### config.mk
export PLATFORM = sky130hd
export DESIGN_NAME = lsio_ports
export DESIGN_NICKNAME = d
export VERILOG_FILES = /design/src/lsio_pkg.sv /design/src/lsio_ports.sv
export SDC_FILE = /design/constraint.sdc
export NUM_CORES = 1
export LEC_CHECK = 0
export BUFFER_PORTS_ARGS = -buffer_cell sky130_fd_sc_hd__buf_2
export CAP_MARGIN = 20
export CORE_ASPECT_RATIO = 0.75
export CORE_MARGIN = 2
export CORE_UTILIZATION = 45
export CTS_CLUSTER_SIZE = 10
export DETAILED_ROUTE_END_ITERATION = 8
export PLACE_DENSITY = 0.75
export SYNTH_ARGS = -nofsm -noshare
export SYNTH_HDL_FRONTEND = slang
export SYNTH_SLANG_ARGS = --single-unit
### constraint.sdc
create_clock -name core_clk_i -period 6.1 [get_ports core_clk_i]
set_input_delay 1.525 -clock core_clk_i [delete_from_list [all_inputs] [get_ports core_clk_i]]
set_output_delay 1.525 -clock core_clk_i [all_outputs]
set_load 0.05 [all_outputs]
### src/lsio_pkg.sv
// Constants, modes and pin carriers for the LCD-side I/O ports.
// Assumes an AXI4-Lite register bus with 32-bit data and one system clock.
package lsio_pkg;

  // Bus geometry.
  localparam int          ADDR_W      = 18;
  localparam int          IDX_W       = 16;
  localparam int          DATA_W      = 32;
  localparam int          WIDE_W      = 8;
  localparam int          NARROW_W    = 4;
  localparam int          SYNC_W      = WIDE_W + NARROW_W;

  // Register indices; the byte address is four times the index.
  localparam logic [15:0] IDX_WIDE_DATA  = 16'hFFDC;
  localparam logic [15:0] IDX_NARROW_DAT = 16'hFFDD;
  localparam logic [15:0] IDX_WIDE_DIR   = 16'hFFEC;
  localparam logic [15:0] IDX_NARROW_DIR = 16'hFFED;
  localparam logic [15:0] IDX_POWER_MODE = 16'hFFF0;

  // Reset values and fixed read patterns.
  localparam logic [7:0]  WIDE_DATA_RST  = 8'h00;
  localparam logic [7:0]  WIDE_DIR_RST   = 8'h00;
  localparam logic [7:0]  NARROW_DAT_RST = 8'hF0;
  localparam logic [7:0]  NARROW_DIR_RST = 8'hF0;
  localparam logic [7:0]  WO_READ_VAL    = 8'hFF;
  localparam logic [3:0]  NARROW_UNUSED  = 4'hF;

  // Field positions.
  localparam int          NARROW_LSB  = 0;
  localparam int          NARROW_MSB  = 3;
  localparam int          MODE_MSB    = 2;

  // AXI response codes.
  localparam logic [1:0]  RESP_OKAY   = 2'h0;
  localparam logic [1:0]  RESP_SLVERR = 2'h2;

  // Operating modes as software writes them into the mode register.
  typedef enum logic [2:0] {
    PM_ACTIVE    = 3'h0,
    PM_SUBACTIVE = 3'h1,
    PM_SLEEP     = 3'h2,
    PM_SUBSLEEP  = 3'h3,
    PM_WATCH     = 3'h4,
    PM_STANDBY   = 3'h5
  } lsio_mode_e;

  // Pin carriers: driven level and output enable travel together.
  typedef struct packed {
    logic [WIDE_W-1:0]   out;
    logic [WIDE_W-1:0]   oe;
  } lsio_wide_s;

  typedef struct packed {
    logic [NARROW_W-1:0] out;
    logic [NARROW_W-1:0] oe;
  } lsio_narrow_s;

endpackage : lsio_pkg

### src/lsio_ports.sv
// Two chip-internal I/O ports facing the LCD controller, with AXI4-Lite
// register access. Assumes pins from the LCD side are asynchronous to
// core_clk_i and that the pad or wrapper resolves the wire from the enables.
//
// Function
// - Wide port has an 8-bit data latch holding each pin's output value.
// - Wide-port data latch clears to zero on reset.
// - Wide-port read gives latch where direction is 1, pin level where 0.
// - Wide-port direction bit 1 makes an output, 0 makes an input.
// - Wide-port direction register is write-only and reads all ones.
// - Wide-port direction register clears to zero, so all pins are inputs.
// - Wide pins float in reset and standby, work in active and subactive.
// - Wide pins keep their previous state in sleep and watch modes.
// - Narrow port holds four data bits; upper bits reset to one, value F0.
// - Narrow-port read gives latch for outputs and pin level for inputs.
// - Narrow-port direction bit 1 makes an output, 0 makes an input.
// - Narrow-port direction register resets to F0, all pins inputs.
// - Narrow-port direction register is write-only and reads all ones.
// - Narrow pins float in reset and standby, work in active and subactive.
// - Narrow pins keep previous state in sleep, subsleep and watch.
// - Narrow data decodes at index FFDD and narrow direction at FFED.
// - Wide data decodes at index FFDC and wide direction at FFEC.
//
// Our own choice: the AXI4-Lite register port.
`timescale 1ns/100ps

module lsio_ports
(
  // Clock and reset
  input  wire logic                        core_clk_i,
  input  wire logic                        resetn_i,
  // AXI4-Lite write address channel
  input  wire logic                        s_axi_awvalid_i,
  output logic                             s_axi_awready_o,
  input  wire logic [lsio_pkg::ADDR_W-1:0] s_axi_awaddr_i,
  input  wire logic [2:0]                  s_axi_awprot_i,
  // AXI4-Lite write data channel
  input  wire logic                        s_axi_wvalid_i,
  output logic                             s_axi_wready_o,
  input  wire logic [lsio_pkg::DATA_W-1:0] s_axi_wdata_i,
  input  wire logic [3:0]                  s_axi_wstrb_i,
  // AXI4-Lite write response channel
  output logic                             s_axi_bvalid_o,
  input  wire logic                        s_axi_bready_i,
  output logic [1:0]                       s_axi_bresp_o,
  // AXI4-Lite read address channel
  input  wire logic                        s_axi_arvalid_i,
  output logic                             s_axi_arready_o,
  input  wire logic [lsio_pkg::ADDR_W-1:0] s_axi_araddr_i,
  input  wire logic [2:0]                  s_axi_arprot_i,
  // AXI4-Lite read data channel
  output logic                             s_axi_rvalid_o,
  input  wire logic                        s_axi_rready_i,
  output logic [lsio_pkg::DATA_W-1:0]      s_axi_rdata_o,
  output logic [1:0]                       s_axi_rresp_o,
  // Wide port pins toward the LCD controller
  input  wire logic [lsio_pkg::WIDE_W-1:0]   wide_port_pins_i,
  output lsio_pkg::lsio_wide_s               wide_port_pins_o,
  // Narrow port pins toward the LCD controller
  input  wire logic [lsio_pkg::NARROW_W-1:0] narrow_port_pins_i,
  output lsio_pkg::lsio_narrow_s             narrow_port_pins_o
);

  // Write channel state machine, one-hot.
  typedef enum logic [3:0] {
    WR_IDLE = 4'h1,
    WR_ADDR = 4'h2,
    WR_DATA = 4'h4,
    WR_RESP = 4'h8
  } lsio_wr_state_e;

  function automatic logic hit_idx
  (
    input logic [lsio_pkg::ADDR_W-1:0] addr,
    input logic [lsio_pkg::IDX_W-1:0]  idx
  );
    hit_idx = (addr[lsio_pkg::ADDR_W-1:2] == idx);
  endfunction : hit_idx

  function automatic logic is_mapped
  (
    input logic [lsio_pkg::ADDR_W-1:0] addr
  );
    is_mapped = hit_idx(addr, lsio_pkg::IDX_WIDE_DATA)
             || hit_idx(addr, lsio_pkg::IDX_NARROW_DAT)
             || hit_idx(addr, lsio_pkg::IDX_WIDE_DIR)
             || hit_idx(addr, lsio_pkg::IDX_NARROW_DIR)
             || hit_idx(addr, lsio_pkg::IDX_POWER_MODE);
  endfunction : is_mapped

  // Sleep, subsleep and watch freeze the pins where they stand.
  function automatic logic mode_holds
  (
    input logic [2:0] mode
  );
    mode_holds = (mode == lsio_pkg::PM_SLEEP)
              || (mode == lsio_pkg::PM_SUBSLEEP)
              || (mode == lsio_pkg::PM_WATCH);
  endfunction : mode_holds

  // Register file.
  logic [lsio_pkg::WIDE_W-1:0]   wide_data_r;
  logic [lsio_pkg::WIDE_W-1:0]   wide_data_nxt;
  logic [lsio_pkg::WIDE_W-1:0]   wide_dir_r;
  logic [lsio_pkg::WIDE_W-1:0]   wide_dir_nxt;
  logic [lsio_pkg::NARROW_W-1:0] narrow_data_r;
  logic [lsio_pkg::NARROW_W-1:0] narrow_data_nxt;
  logic [lsio_pkg::NARROW_W-1:0] narrow_dir_r;
  logic [lsio_pkg::NARROW_W-1:0] narrow_dir_nxt;
  logic [2:0]                    mode_r;
  logic [2:0]                    mode_nxt;

  // Write channel.
  lsio_wr_state_e                wr_state_r;
  lsio_wr_state_e                wr_state_nxt;
  logic [lsio_pkg::ADDR_W-1:0]   awaddr_r;
  logic [lsio_pkg::ADDR_W-1:0]   awaddr_nxt;
  logic [lsio_pkg::DATA_W-1:0]   wdata_r;
  logic [lsio_pkg::DATA_W-1:0]   wdata_nxt;
  logic [3:0]                    wstrb_r;
  logic [3:0]                    wstrb_nxt;
  logic [1:0]                    bresp_r;
  logic [1:0]                    bresp_nxt;
  logic                          aw_hs;
  logic                          w_hs;
  logic                          wr_fire;
  logic [lsio_pkg::ADDR_W-1:0]   wr_addr;
  logic [lsio_pkg::DATA_W-1:0]   wr_data;
  logic [3:0]                    wr_strb;

  // Read channel.
  logic                          rvalid_r;
  logic                          rvalid_nxt;
  logic [lsio_pkg::DATA_W-1:0]   rdata_r;
  logic [lsio_pkg::DATA_W-1:0]   rdata_nxt;
  logic [1:0]                    rresp_r;
  logic [1:0]                    rresp_nxt;
  logic                          ar_hs;

  // Pin input synchroniser and pin drivers.
  logic [lsio_pkg::SYNC_W-1:0]   sync1_r;
  logic [lsio_pkg::SYNC_W-1:0]   sync2_r;
  logic [lsio_pkg::SYNC_W-1:0]   sync3_r;
  logic [lsio_pkg::SYNC_W-1:0]   pin_lvl_r;
  logic [lsio_pkg::SYNC_W-1:0]   pin_lvl_nxt;
  lsio_pkg::lsio_wide_s          wide_drv_r;
  lsio_pkg::lsio_wide_s          wide_drv_nxt;
  lsio_pkg::lsio_narrow_s        narrow_drv_r;
  lsio_pkg::lsio_narrow_s        narrow_drv_nxt;
  logic [lsio_pkg::WIDE_W-1:0]   wide_lvl;
  logic [lsio_pkg::NARROW_W-1:0] narrow_lvl;

  assign aw_hs = s_axi_awvalid_i && s_axi_awready_o;
  assign w_hs  = s_axi_wvalid_i && s_axi_wready_o;
  assign ar_hs = s_axi_arvalid_i && s_axi_arready_o;

  assign wide_lvl   = pin_lvl_r[lsio_pkg::SYNC_W-1:lsio_pkg::NARROW_W];
  assign narrow_lvl = pin_lvl_r[lsio_pkg::NARROW_W-1:0];

  // Address and data are accepted in either order; the write lands when
  // the later of the two arrives, and bvalid rises on that same edge.
  always_comb
  begin
    wr_state_nxt    = wr_state_r;
    awaddr_nxt      = awaddr_r;
    wdata_nxt       = wdata_r;
    wstrb_nxt       = wstrb_r;
    s_axi_awready_o = 1'b0;
    s_axi_wready_o  = 1'b0;
    wr_fire         = 1'b0;
    case (wr_state_r)
      WR_IDLE:
      begin
        s_axi_awready_o = 1'b1;
        s_axi_wready_o  = 1'b1;
        if (aw_hs && w_hs)
        begin
          wr_fire      = 1'b1;
          wr_state_nxt = WR_RESP;
        end
        else if (aw_hs)
        begin
          wr_state_nxt = WR_ADDR;
        end
        else if (w_hs)
        begin
          wr_state_nxt = WR_DATA;
        end
      end
      WR_ADDR:
      begin
        s_axi_wready_o = 1'b1;
        if (w_hs)
        begin
          wr_fire      = 1'b1;
          wr_state_nxt = WR_RESP;
        end
      end
      WR_DATA:
      begin
        s_axi_awready_o = 1'b1;
        if (aw_hs)
        begin
          wr_fire      = 1'b1;
          wr_state_nxt = WR_RESP;
        end
      end
      WR_RESP:
      begin
        if (s_axi_bready_i)
        begin
          wr_state_nxt = WR_IDLE;
        end
      end
      default:
      begin
        wr_state_nxt = WR_IDLE;
      end
    endcase
    if (aw_hs)
    begin
      awaddr_nxt = s_axi_awaddr_i;
    end
    if (w_hs)
    begin
      wdata_nxt = s_axi_wdata_i;
      wstrb_nxt = s_axi_wstrb_i;
    end
  end

  assign wr_addr = aw_hs ? s_axi_awaddr_i : awaddr_r;
  assign wr_data = w_hs ? s_axi_wdata_i : wdata_r;
  assign wr_strb = w_hs ? s_axi_wstrb_i : wstrb_r;

  // Register writes. Every register lives in byte lane 0, so a write with
  // wstrb[0] low is answered OKAY at a mapped index but changes nothing.
  always_comb
  begin
    wide_data_nxt   = wide_data_r;
    wide_dir_nxt    = wide_dir_r;
    narrow_data_nxt = narrow_data_r;
    narrow_dir_nxt  = narrow_dir_r;
    mode_nxt        = mode_r;
    bresp_nxt       = bresp_r;
    if (wr_fire)
    begin
      bresp_nxt = is_mapped(wr_addr) ? lsio_pkg::RESP_OKAY
                                     : lsio_pkg::RESP_SLVERR;
      if (!wr_strb[0])
      begin
        // Without byte lane 0 the write is answered but lands nowhere.
        wide_data_nxt = wide_data_r;
      end
      else if (hit_idx(wr_addr, lsio_pkg::IDX_WIDE_DATA))
      begin
        wide_data_nxt = wr_data[lsio_pkg::WIDE_W-1:0];
      end
      else if (hit_idx(wr_addr, lsio_pkg::IDX_WIDE_DIR))
      begin
        wide_dir_nxt = wr_data[lsio_pkg::WIDE_W-1:0];
      end
      else if (hit_idx(wr_addr, lsio_pkg::IDX_NARROW_DAT))
      begin
        narrow_data_nxt =
          wr_data[lsio_pkg::NARROW_MSB:lsio_pkg::NARROW_LSB];
      end
      else if (hit_idx(wr_addr, lsio_pkg::IDX_NARROW_DIR))
      begin
        narrow_dir_nxt =
          wr_data[lsio_pkg::NARROW_MSB:lsio_pkg::NARROW_LSB];
      end
      else if (hit_idx(wr_addr, lsio_pkg::IDX_POWER_MODE))
      begin
        mode_nxt = wr_data[lsio_pkg::MODE_MSB:0];
      end
    end
  end

  // Reads: one read in flight; arready drops while the answer waits.
  always_comb
  begin
    rvalid_nxt = rvalid_r;
    rdata_nxt  = rdata_r;
    rresp_nxt  = rresp_r;
    if (rvalid_r && s_axi_rready_i)
    begin
      rvalid_nxt = 1'b0;
    end
    if (ar_hs)
    begin
      rvalid_nxt = 1'b1;
      rdata_nxt  = '0;
      rresp_nxt  = lsio_pkg::RESP_OKAY;
      if (hit_idx(s_axi_araddr_i, lsio_pkg::IDX_WIDE_DATA))
      begin
        rdata_nxt[lsio_pkg::WIDE_W-1:0] =
          (wide_data_r & wide_dir_r) | (wide_lvl & ~wide_dir_r);
      end
      else if (hit_idx(s_axi_araddr_i, lsio_pkg::IDX_WIDE_DIR))
      begin
        rdata_nxt[7:0] = lsio_pkg::WO_READ_VAL;
      end
      else if (hit_idx(s_axi_araddr_i, lsio_pkg::IDX_NARROW_DAT))
      begin
        rdata_nxt[7:0] = {lsio_pkg::NARROW_UNUSED,
                          (narrow_data_r & narrow_dir_r)
                          | (narrow_lvl & ~narrow_dir_r)};
      end
      else if (hit_idx(s_axi_araddr_i, lsio_pkg::IDX_NARROW_DIR))
      begin
        rdata_nxt[7:0] = lsio_pkg::WO_READ_VAL;
      end
      else if (hit_idx(s_axi_araddr_i, lsio_pkg::IDX_POWER_MODE))
      begin
        rdata_nxt[lsio_pkg::MODE_MSB:0] = mode_r;
      end
      else
      begin
        rresp_nxt = lsio_pkg::RESP_SLVERR;
      end
    end
  end

  assign s_axi_arready_o = !rvalid_r;
  assign s_axi_rvalid_o  = rvalid_r;
  assign s_axi_rdata_o   = rdata_r;
  assign s_axi_rresp_o   = rresp_r;
  assign s_axi_bvalid_o  = (wr_state_r == WR_RESP);
  assign s_axi_bresp_o   = bresp_r;

  // A pin change is taken only once the second and third stages agree, so
  // a level caught mid-transition is never reported.
  always_comb
  begin
    pin_lvl_nxt = pin_lvl_r;
    for (int i = 0; i < lsio_pkg::SYNC_W; i++)
    begin
      if (sync2_r[i] == sync3_r[i])
      begin
        pin_lvl_nxt[i] = sync3_r[i];
      end
    end
  end

  // Pin drivers follow the latches in active, subactive and the unused mode codes 6 and 7.
  // Standby floats them; the sleep family freezes them even if software writes.
  always_comb
  begin
    wide_drv_nxt   = wide_drv_r;
    narrow_drv_nxt = narrow_drv_r;
    if (mode_r == lsio_pkg::PM_STANDBY)
    begin
      wide_drv_nxt.oe   = '0;
      narrow_drv_nxt.oe = '0;
    end
    else if (mode_holds(mode_r))
    begin
      wide_drv_nxt   = wide_drv_r;
      narrow_drv_nxt = narrow_drv_r;
    end
    else
    begin
      wide_drv_nxt.out   = wide_data_r;
      wide_drv_nxt.oe    = wide_dir_r;
      narrow_drv_nxt.out = narrow_data_r;
      narrow_drv_nxt.oe  = narrow_dir_r;
    end
  end

  // Enables are also gated by reset so pins float from the first moment
  // reset is seen, not only after the next edge.
  assign wide_port_pins_o.out   = wide_drv_r.out;
  assign wide_port_pins_o.oe    = wide_drv_r.oe & {lsio_pkg::WIDE_W{resetn_i}};
  assign narrow_port_pins_o.out = narrow_drv_r.out;
  assign narrow_port_pins_o.oe  =
    narrow_drv_r.oe & {lsio_pkg::NARROW_W{resetn_i}};

  always_ff @(posedge core_clk_i)
  begin
    sync1_r <= {wide_port_pins_i, narrow_port_pins_i};
    sync2_r <= sync1_r;
    sync3_r <= sync2_r;
    if (!resetn_i)
    begin
      wide_data_r   <= lsio_pkg::WIDE_DATA_RST;
      wide_dir_r    <= lsio_pkg::WIDE_DIR_RST;
      narrow_data_r <= lsio_pkg::NARROW_DAT_RST[3:0];
      narrow_dir_r  <= lsio_pkg::NARROW_DIR_RST[3:0];
      mode_r        <= lsio_pkg::PM_ACTIVE;
      wr_state_r    <= WR_IDLE;
      awaddr_r      <= '0;
      wdata_r       <= '0;
      wstrb_r       <= '0;
      bresp_r       <= lsio_pkg::RESP_OKAY;
      rvalid_r      <= 1'b0;
      rdata_r       <= '0;
      rresp_r       <= lsio_pkg::RESP_OKAY;
      pin_lvl_r     <= '0;
      wide_drv_r    <= '0;
      narrow_drv_r  <= '0;
    end
    else
    begin
      wide_data_r   <= wide_data_nxt;
      wide_dir_r    <= wide_dir_nxt;
      narrow_data_r <= narrow_data_nxt;
      narrow_dir_r  <= narrow_dir_nxt;
      mode_r        <= mode_nxt;
      wr_state_r    <= wr_state_nxt;
      awaddr_r      <= awaddr_nxt;
      wdata_r       <= wdata_nxt;
      wstrb_r       <= wstrb_nxt;
      bresp_r       <= bresp_nxt;
      rvalid_r      <= rvalid_nxt;
      rdata_r       <= rdata_nxt;
      rresp_r       <= rresp_nxt;
      pin_lvl_r     <= pin_lvl_nxt;
      wide_drv_r    <= wide_drv_nxt;
      narrow_drv_r  <= narrow_drv_nxt;
    end
  end

  AST_RESET_VALUES : assert property (
    @(posedge core_clk_i) disable iff (!resetn_i)
    $past(!resetn_i) |-> (wide_data_r == 8'h00) && (wide_dir_r == 8'h00)
                         && (narrow_dir_r == 4'h0) && !s_axi_bvalid_o)
    else $error("Registers not at reset values after reset release.");

  AST_WIDE_WRITE : assert property (
    @(posedge core_clk_i) disable iff (!resetn_i)
    (wr_fire && wr_strb[0] && hit_idx(wr_addr, lsio_pkg::IDX_WIDE_DATA))
    |=> (wide_data_r == $past(wr_data[7:0])) && s_axi_bvalid_o)
    else $error("Wide data write did not land in the latch.");

  AST_NARROW_DIR_WRITE : assert property (
    @(posedge core_clk_i) disable iff (!resetn_i)
    (wr_fire && wr_strb[0] && hit_idx(wr_addr, lsio_pkg::IDX_NARROW_DIR))
    |=> (narrow_dir_r == $past(wr_data[3:0])))
    else $error("Narrow direction write did not land.");

  AST_WIDE_READ_MIX : assert property (
    @(posedge core_clk_i) disable iff (!resetn_i)
    (ar_hs && hit_idx(s_axi_araddr_i, lsio_pkg::IDX_WIDE_DATA))
    |=> s_axi_rvalid_o && (s_axi_rdata_o[7:0] ==
        (($past(wide_data_r) & $past(wide_dir_r))
         | ($past(wide_lvl) & ~$past(wide_dir_r)))))
    else $error("Wide port read mixes latch and pins wrongly.");

  AST_DIR_READS_ONES : assert property (
    @(posedge core_clk_i) disable iff (!resetn_i)
    (ar_hs && (hit_idx(s_axi_araddr_i, lsio_pkg::IDX_WIDE_DIR)
               || hit_idx(s_axi_araddr_i, lsio_pkg::IDX_NARROW_DIR)))
    |=> s_axi_rvalid_o && (s_axi_rdata_o[7:0] == 8'hFF))
    else $error("Direction register did not read as all ones.");

  AST_NARROW_UPPER_ONES : assert property (
    @(posedge core_clk_i) disable iff (!resetn_i)
    (ar_hs && hit_idx(s_axi_araddr_i, lsio_pkg::IDX_NARROW_DAT))
    |=> (s_axi_rdata_o[7:4] == 4'hF) && (s_axi_rdata_o[3:0] ==
        (($past(narrow_data_r) & $past(narrow_dir_r))
         | ($past(narrow_lvl) & ~$past(narrow_dir_r)))))
    else $error("Narrow port read has wrong upper or data bits.");

  AST_ACTIVE_DRIVE : assert property (
    @(posedge core_clk_i) disable iff (!resetn_i)
    ((mode_r == lsio_pkg::PM_ACTIVE) && $stable(mode_r))
    |-> (wide_port_pins_o.oe == $past(wide_dir_r))
        && (wide_port_pins_o.out == $past(wide_data_r))
        && (narrow_port_pins_o.oe == $past(narrow_dir_r)))
    else $error("Active pins do not follow latch and direction.");

  AST_STANDBY_FLOAT : assert property (
    @(posedge core_clk_i) disable iff (!resetn_i)
    $past(mode_r == lsio_pkg::PM_STANDBY)
    |-> (wide_port_pins_o.oe == 8'h00) && (narrow_port_pins_o.oe == 4'h0))
    else $error("Pins driven while in standby.");

  AST_HOLD_FREEZE : assert property (
    @(posedge core_clk_i) disable iff (!resetn_i)
    ($past(mode_holds(mode_r)) && $past(resetn_i))
    |-> $stable(wide_port_pins_o) && $stable(narrow_port_pins_o))
    else $error("Pins changed while held in a sleep mode.");

endmodule : lsio_ports

==> flow_summary.toml, run 1 <==
[layout]
diodes = 0
fillers = 1083
drive_gt1_frac = 0.238
regArea_um2 = 2780
nNetsFinal = 776
synthToLayoutAreaGrowth_pct = 18.8
multi_input_area_um2 = 2510
fin_cells = 858

[cts]
h-tree-depth = 4
cts_tree = "done"
cts_sinks = 139
clk_path_buf_depth = 2
clock-root-buffer = "clkbuf_16"
cts_setup_buffers = 0
cts_hold_buf = 0
clkTransAtPathRegs_ps = 50
cts_resized = 0
cts_buffers = 17
clk_latency_ps = 410

[synthesis]
yosys-top-cells-area = "dfxtp_1 (49%), nand2_1 (7.9%), mux2i_1 (7.8%)"
synth_area_um2 = 5650
ys.flop_type = "dfxtp_1"
synthTopCellsByCount = "dfxtp_1 (139), nand2_1 (119), mux2i_1 (44), a21boi_0 (40), buf_4 (39)"
synth_cell_types = 50
synth_edf_count = 0
ys_seq_area_frac = 0.492
synth_top_area_cell = "dfxtp_1"
yosys.cell_count.top_type = "dfxtp_1"
ys_warn_count = 0
syn_area_per_cell_um2 = 9.48
synthCells = 596
async_flop_share = 0
ys_ff_latch = 139
synth_top_area_frac = 0.492

[sta]
whs_ps = 325
setup_viol = 0
period_share = 0.699
max_freq_mhz = 234
grt_setup_unrepaired = "false"
drv_slew = 0
tns_ps = 0
hold_viol_final = 0
relSlewSlack = 0.252
period_needed_ps = 4270
worst_slew_pin_slew_ps = 1120
finClkSkew_ps = 7.81

[grt]
grtUsageTotal = 0.188
grt_start_max_net_pins = 55
grt_pass1_wl_um = 19600
grt_pass1_vias = 4149
grt_overflow_total = 0
antenna_found_initial = 0

[drt]
ant_nets = 0
via_per_inst = 4.97
drt_pass1_iterations = 4
wl_um = 12300
drc = 0
drt_iter0_drc = 223
routed-via-count = 4263
wire_per_inst_um = 14.3

[floorplan]
dieArea_um2 = 13500
core_um2 = 12300
die_y_um = 101
start_util = 0.461
placementRows = 35
dieWidth_um = 133
pin_count = 162

[setup_path]
path_common_cell = "buf_2"
required_ps = 4580
reg2regPathDepth = 5
cpPeakStageDelay_ps = 640
worst-setup-path-type = "primary input to primary output"
critPathSlowestCell = "buf_2"
critical_path_arrival_ps = 2740
worstSetupEndpointType = "primary output"
worstPathCellList = "buf_2, and2_1, buf_2"
crit_fanout = 54
startpoint_type = "primary input"

[pwr]
power.density_nw_per_um2 = 346
ir_worst_vdd_mv = 0.197
p_leak_uw = 0.00301

[place]
routabilityCongestion = 0.788
placed_cells = 826
io_buffers = 98
hpwl_um = 8820

[worst_hold_path]
hp-class = "register to register"
whs_path_depth = 0

[run]
maxCapViolations = 0

[run_status]
outcome = "finished clean"
## critical path, delay by kind of cell
family,cells,cell delay [ps]
buffers and inverters,2,920
and+or+nand+nor,1,270
## sequential cells by signal (all words and copies together), names as in the netlist
signal / count
awaddr_r: 16
pin_lvl_r: 12
sync1_r: 12
sync2_r: 12
sync3_r: 12
s_axi_rdata_o: 8
wdata_r: 8
wide_data_r: 8
wide_dir_r: 8
wide_drv_r: 8
wide_port_pins_o: 8
narrow_data_r: 4
narrow_dir_r: 4
narrow_drv_r: 4
narrow_port_pins_o: 4
wr_state_r: 4
mode_r: 3
s_axi_bresp_o: 1
s_axi_rresp_o: 1
s_axi_rvalid_o: 1
wstrb_r: 1
## cell usage in the layout (no fill, tap or decap), types with 9 or more instances in the layout
cell       instances
nand2_1          119
conb_1            26
buf_2             98
nor3_1             9
clkbuf_16         17
a21oi_1           13
mux2i_1           44
mux2_2            21
nor2_1            21
o21ai_0           23
inv_1             12
nor2b_1           10
dfxtp_1          139
a21boi_0          40
and2_1            14
## power breakdown
part / switching, uW / internal, uW
registers: 32.9 / 956
clock network: 375 / 702
logic: 177 / 85.1
total: 584 / 1740
## layer usage
metal	vias to the layer above	track usage	part of all wire
met2	113	0.301	0.47
met1	2005	0.238	0.45
li1	2121	-	-
met5	-	0	0
met4	0	0.0859	0.020
met3	24	0.0538	0.060
## final timing paths
kind	from	to	slack, ps
min	sync1_r[2]$_DFF_P_	sync2_r[2]$_DFF_P_	320
max reg2reg	wr_state_r[0]$_SDFFE_PN1P_	wide_dir_r[3]$_SDFFE_PN0P_	3400
max	resetn_i	wide_port_pins_o[7]	1830
min reg2reg	sync1_r[2]$_DFF_P_	sync2_r[2]$_DFF_P_	320
## layout make-up
| type | count | share of cell area |
|---|---|---|
| well taps | 166 | 0.0309 |
| clock buffers | 20 | 0.0680 |
| inverters | 12 | 0.00671 |
| clock inverters | 12 | 0.0253 |
| flip-flops and latches | 139 | 0.414 |
| repair buffers | 105 | 0.0808 |
| multi-input cells | 404 | 0.374 |
## cell families (layout without fill, tap and decap cells)
group	count (synthesis)	after routing	share of synthesized area
simple gates	213	213	0.183
compound gates	95	95	0.112
mux	65	65	0.120
buf+inv	78	149	0.0810
other cells	1	26	0.000664
xor+xnor	5	5	0.0111
flops	139	139	0.492
## stage by stage
step	instance area (um2)	worst slack (ps)	power [uW]	util
6_report	6720	1830	2330	0.548
5_1_grt	6720	1750	2420	0.548
4_1_cts	6720	1840	2340	0.548
3_5_place_dp	6090	1840	1270	0.497
3_3_place_gp	6090	1860	1260	0.497
2_1_floorplan	5750	2080	1220	-
Power figures use the tool's default switching activity.
==> run 2, diff against run 1 <==
--- a/config.mk
+++ b/config.mk
@@ -5,6 +5,7 @@
 export SDC_FILE = /design/constraint.sdc
 export NUM_CORES = 1
 export LEC_CHECK = 0
+export ABC_AREA = 1
 export BUFFER_PORTS_ARGS = -buffer_cell sky130_fd_sc_hd__buf_2
 export CAP_MARGIN = 20
 export CORE_ASPECT_RATIO = 0.75
@@ -12,7 +13,7 @@
 export CORE_UTILIZATION = 45
 export CTS_CLUSTER_SIZE = 10
 export DETAILED_ROUTE_END_ITERATION = 8
-export PLACE_DENSITY = 0.75
+export PLACE_DENSITY = 0.74
 export SYNTH_ARGS = -nofsm -noshare
 export SYNTH_HDL_FRONTEND = slang
 export SYNTH_SLANG_ARGS = --single-unit
==> constraint.sdc (replaced) <==
create_clock -name core_clk_i -period 4.15 [get_ports core_clk_i]
set_input_delay 1.0375 -clock core_clk_i [delete_from_list [all_inputs] [get_ports core_clk_i]]
set_output_delay 1.0375 -clock core_clk_i [all_outputs]
set_load 0.05 [all_outputs]
==> run 2 against run 1 <==
Non-clock buffer count fell by 3; combinational power rose to 2.5 times the previous value; area after synthesis rose by 2.2%; routed wire length rose by 4.1%; total power rose by 57%; clock skew rose by 16 ps; highest routed layer unchanged; utilization barely moved; critical path type unchanged; first-iteration DRC count rose by 86%; critical endpoint is now wide_port_pins_o[1]; synthesized cell count rose by 26%; clock-buffer cell count fell by 1.
==> flow_summary.toml, run 2 <==
[run_status]
outcome = "finished clean"

[drt]
wire_per_inst_um = 12.7
routed-via-count = 4824
drt_iter0_drc = 415
drc = 0
ant_nets = 0
wl_um = 12800
drt_pass1_iterations = 5
via_per_inst = 4.79

[synthesis]
syn_area_per_cell_um2 = 7.72
yosys-top-cells-area = "dfxtp_1 (48%), nand2_1 (8.5%), a21oi_1 (5.5%)"
synth_top_area_cell = "dfxtp_1"
synth_edf_count = 0
synth_area_um2 = 5780
synth_cell_types = 34
synth_top_area_frac = 0.482
ys_seq_area_frac = 0.482
async_flop_share = 0
synthCells = 748
synthTopCellsByCount = "dfxtp_1 (139), nand2_1 (131), nor2_1 (84), inv_1 (71), a21oi_1 (64)"
ys.flop_type = "dfxtp_1"
ys_ff_latch = 139
ys_warn_count = 0
yosys.cell_count.top_type = "dfxtp_1"

[setup_path]
worstPathCellList = "buf_2, nand2_1, inv_1, buf_2"
crit_fanout = 25
startpoint_type = "primary input"
cp-startpoint = "resetn_i"
critical_path_arrival_ps = 1870
cpPeakStageDelay_ps = 360
required_ps = 3110
worst-setup-path-type = "primary input to primary output"
critPathSlowestCell = "buf_2"
crit_buf_inv = 3
worstSetupEndpointType = "primary output"
crit_family = "buffers and inverters"
regToRegStartpoint = "wr_state_r[2]$_SDFFE_PN0P_"
path_common_cell = "buf_2"

[layout]
largest_register_ffs = 16
diodes = 0
layout_commonest_cell = "dfxtp_1"
regMostFlops = "awaddr_r"
mostFrequentLayoutCells = "dfxtp_1 (139), nand2_1 (131), buf_2 (98), nor2_1 (84), inv_1 (71)"
drive_gt1_frac = 0.208
nNetsFinal = 926
fillers = 1156
post-route-util = 0.548
synthToLayoutAreaGrowth_pct = 17.5

[sta]
relSlewSlack = 0.579
hold_viol_final = 0
whs_ps = 323
fin_ws_ps = 1240
grt_setup_unrepaired = "false"
finClkSkew_ps = 23.6
setup_viol = 0
drv_slew = 0
period_share = 0.700
worst_slew_pin_slew_ps = 625
tns_ps = 0
max_freq_mhz = 344
period_needed_ps = 2910

[floorplan]
dieArea_um2 = 13800
pin_count = 162
dieWidth_um = 135
die_y_um = 102
core_um2 = 12400
placementRows = 35
start_util = 0.466

[pwr]
p_clk_frac = 0.419
p_int_uw = 2530
power.density_nw_per_um2 = 539
combPwrFrac = 0.180
swShare = 0.309
p_leak_uw = 0.00319
ir_worst_vdd_mv = 0.318
seqPwrFrac = 0.401
switchingPower_uw = 1130

[cts]
clock-root-buffer = "clkbuf_16"
cts_resized = 0
clk_latency_ps = 420
cts_buffers = 17
cts_tree = "done"
cts_hold_buf = 0
clkTransAtPathRegs_ps = 60
h-tree-depth = 4
cts_sinks = 139
cts_setup_buffers = 0
clk_path_buf_depth = 2

[grt]
grt_start_max_net_pins = 51
grt_pass1_vias = 4322
grt_pass1_wl_um = 20600
grtUsageTotal = 0.192
antenna_found_initial = 0
grt_overflow_total = 0

[worst_hold_path]
worstHoldStart = "sync1_r[7]$_DFF_P_"
hp-class = "register to register"

[run]
maxCapViolations = 0

[place]
routabilityCongestion = 0.839
io_buffers = 98
dp_worst_setup_slack_ps = 1060
hpwl_um = 9150
[run 2: cell types whose count changed after synthesis, moves of 14 or more]
cell / delta
nor2_1: +63
inv_1: +59
a21oi_1: +51
nand3_1: +43
a21boi_0: -40
mux2i_1: -39
o21ai_0: +35
mux2_2: -21
and2_1: -14
[run 2: worst paths after layout]
check | to | slack, ps | cells after the start
setup / recovery | wide_port_pins_o[1] | 1240 | 4
hold / removal | sync2_r[7]$_DFF_P_ | 320 | 0
setup reg to reg | wide_dir_r[4]$_SDFFE_PN0P_ | 1520 | 12
hold reg to reg | sync2_r[7]$_DFF_P_ | 320 | 0
[run 2: layout make-up]
class | instances | area (um2) | area share
flip-flops and latches | 139 | 2780 | 0.410
multi-input cells | 489 | 2360 | 0.348
repair buffers | 102 | 520 | 0.0767
inverters | 80 | 300 | 0.0442
clock inverters | 13 | 160 | 0.0236
well taps | 166 | 208 | 0.0306
clock buffers | 19 | 453 | 0.0667
[run 2: cells by family after synthesis]
kind of cell           share of synthesized area
AOI/OAI and AO/OA                          0.125
DFF                                        0.482
muxes                                    0.00866
other                                   0.000649
and+or+nand+nor                            0.258
buffers and inverters                      0.125
[run 2: through the flow]
step | instances | total power (uW) | instance area (um2)
after floorplan | 773 | 2060 | 5870
after global placement | 976 | 2140 | 6170
after detailed placement | 976 | 2150 | 6170
after CTS | 1008 | 3680 | 6790
after global routing | 1008 | 3840 | 6790
final | 1008 | 3660 | 6790
[run 2: power groups by stage]
stage | combinational [uW] | clock [uW] | sequential [uW]
2_1_floorplan | 545 | 0 | 1510
3_3_place_gp | 648 | 0 | 1490
3_5_place_dp | 655 | 0 | 1490
4_1_cts | 658 | 1560 | 1470
5_1_grt | 737 | 1620 | 1480
6_report | 659 | 1530 | 1470
[run 2: routing by layer]
| metal | GRT usage | share of wire |
|---|---|---|
| met5 | 0 | 0 |
| met4 | 0.0721 | 0.0031 |
| met3 | 0.0437 | 0.054 |
| met2 | 0.303 | 0.46 |
| met1 | 0.259 | 0.48 |
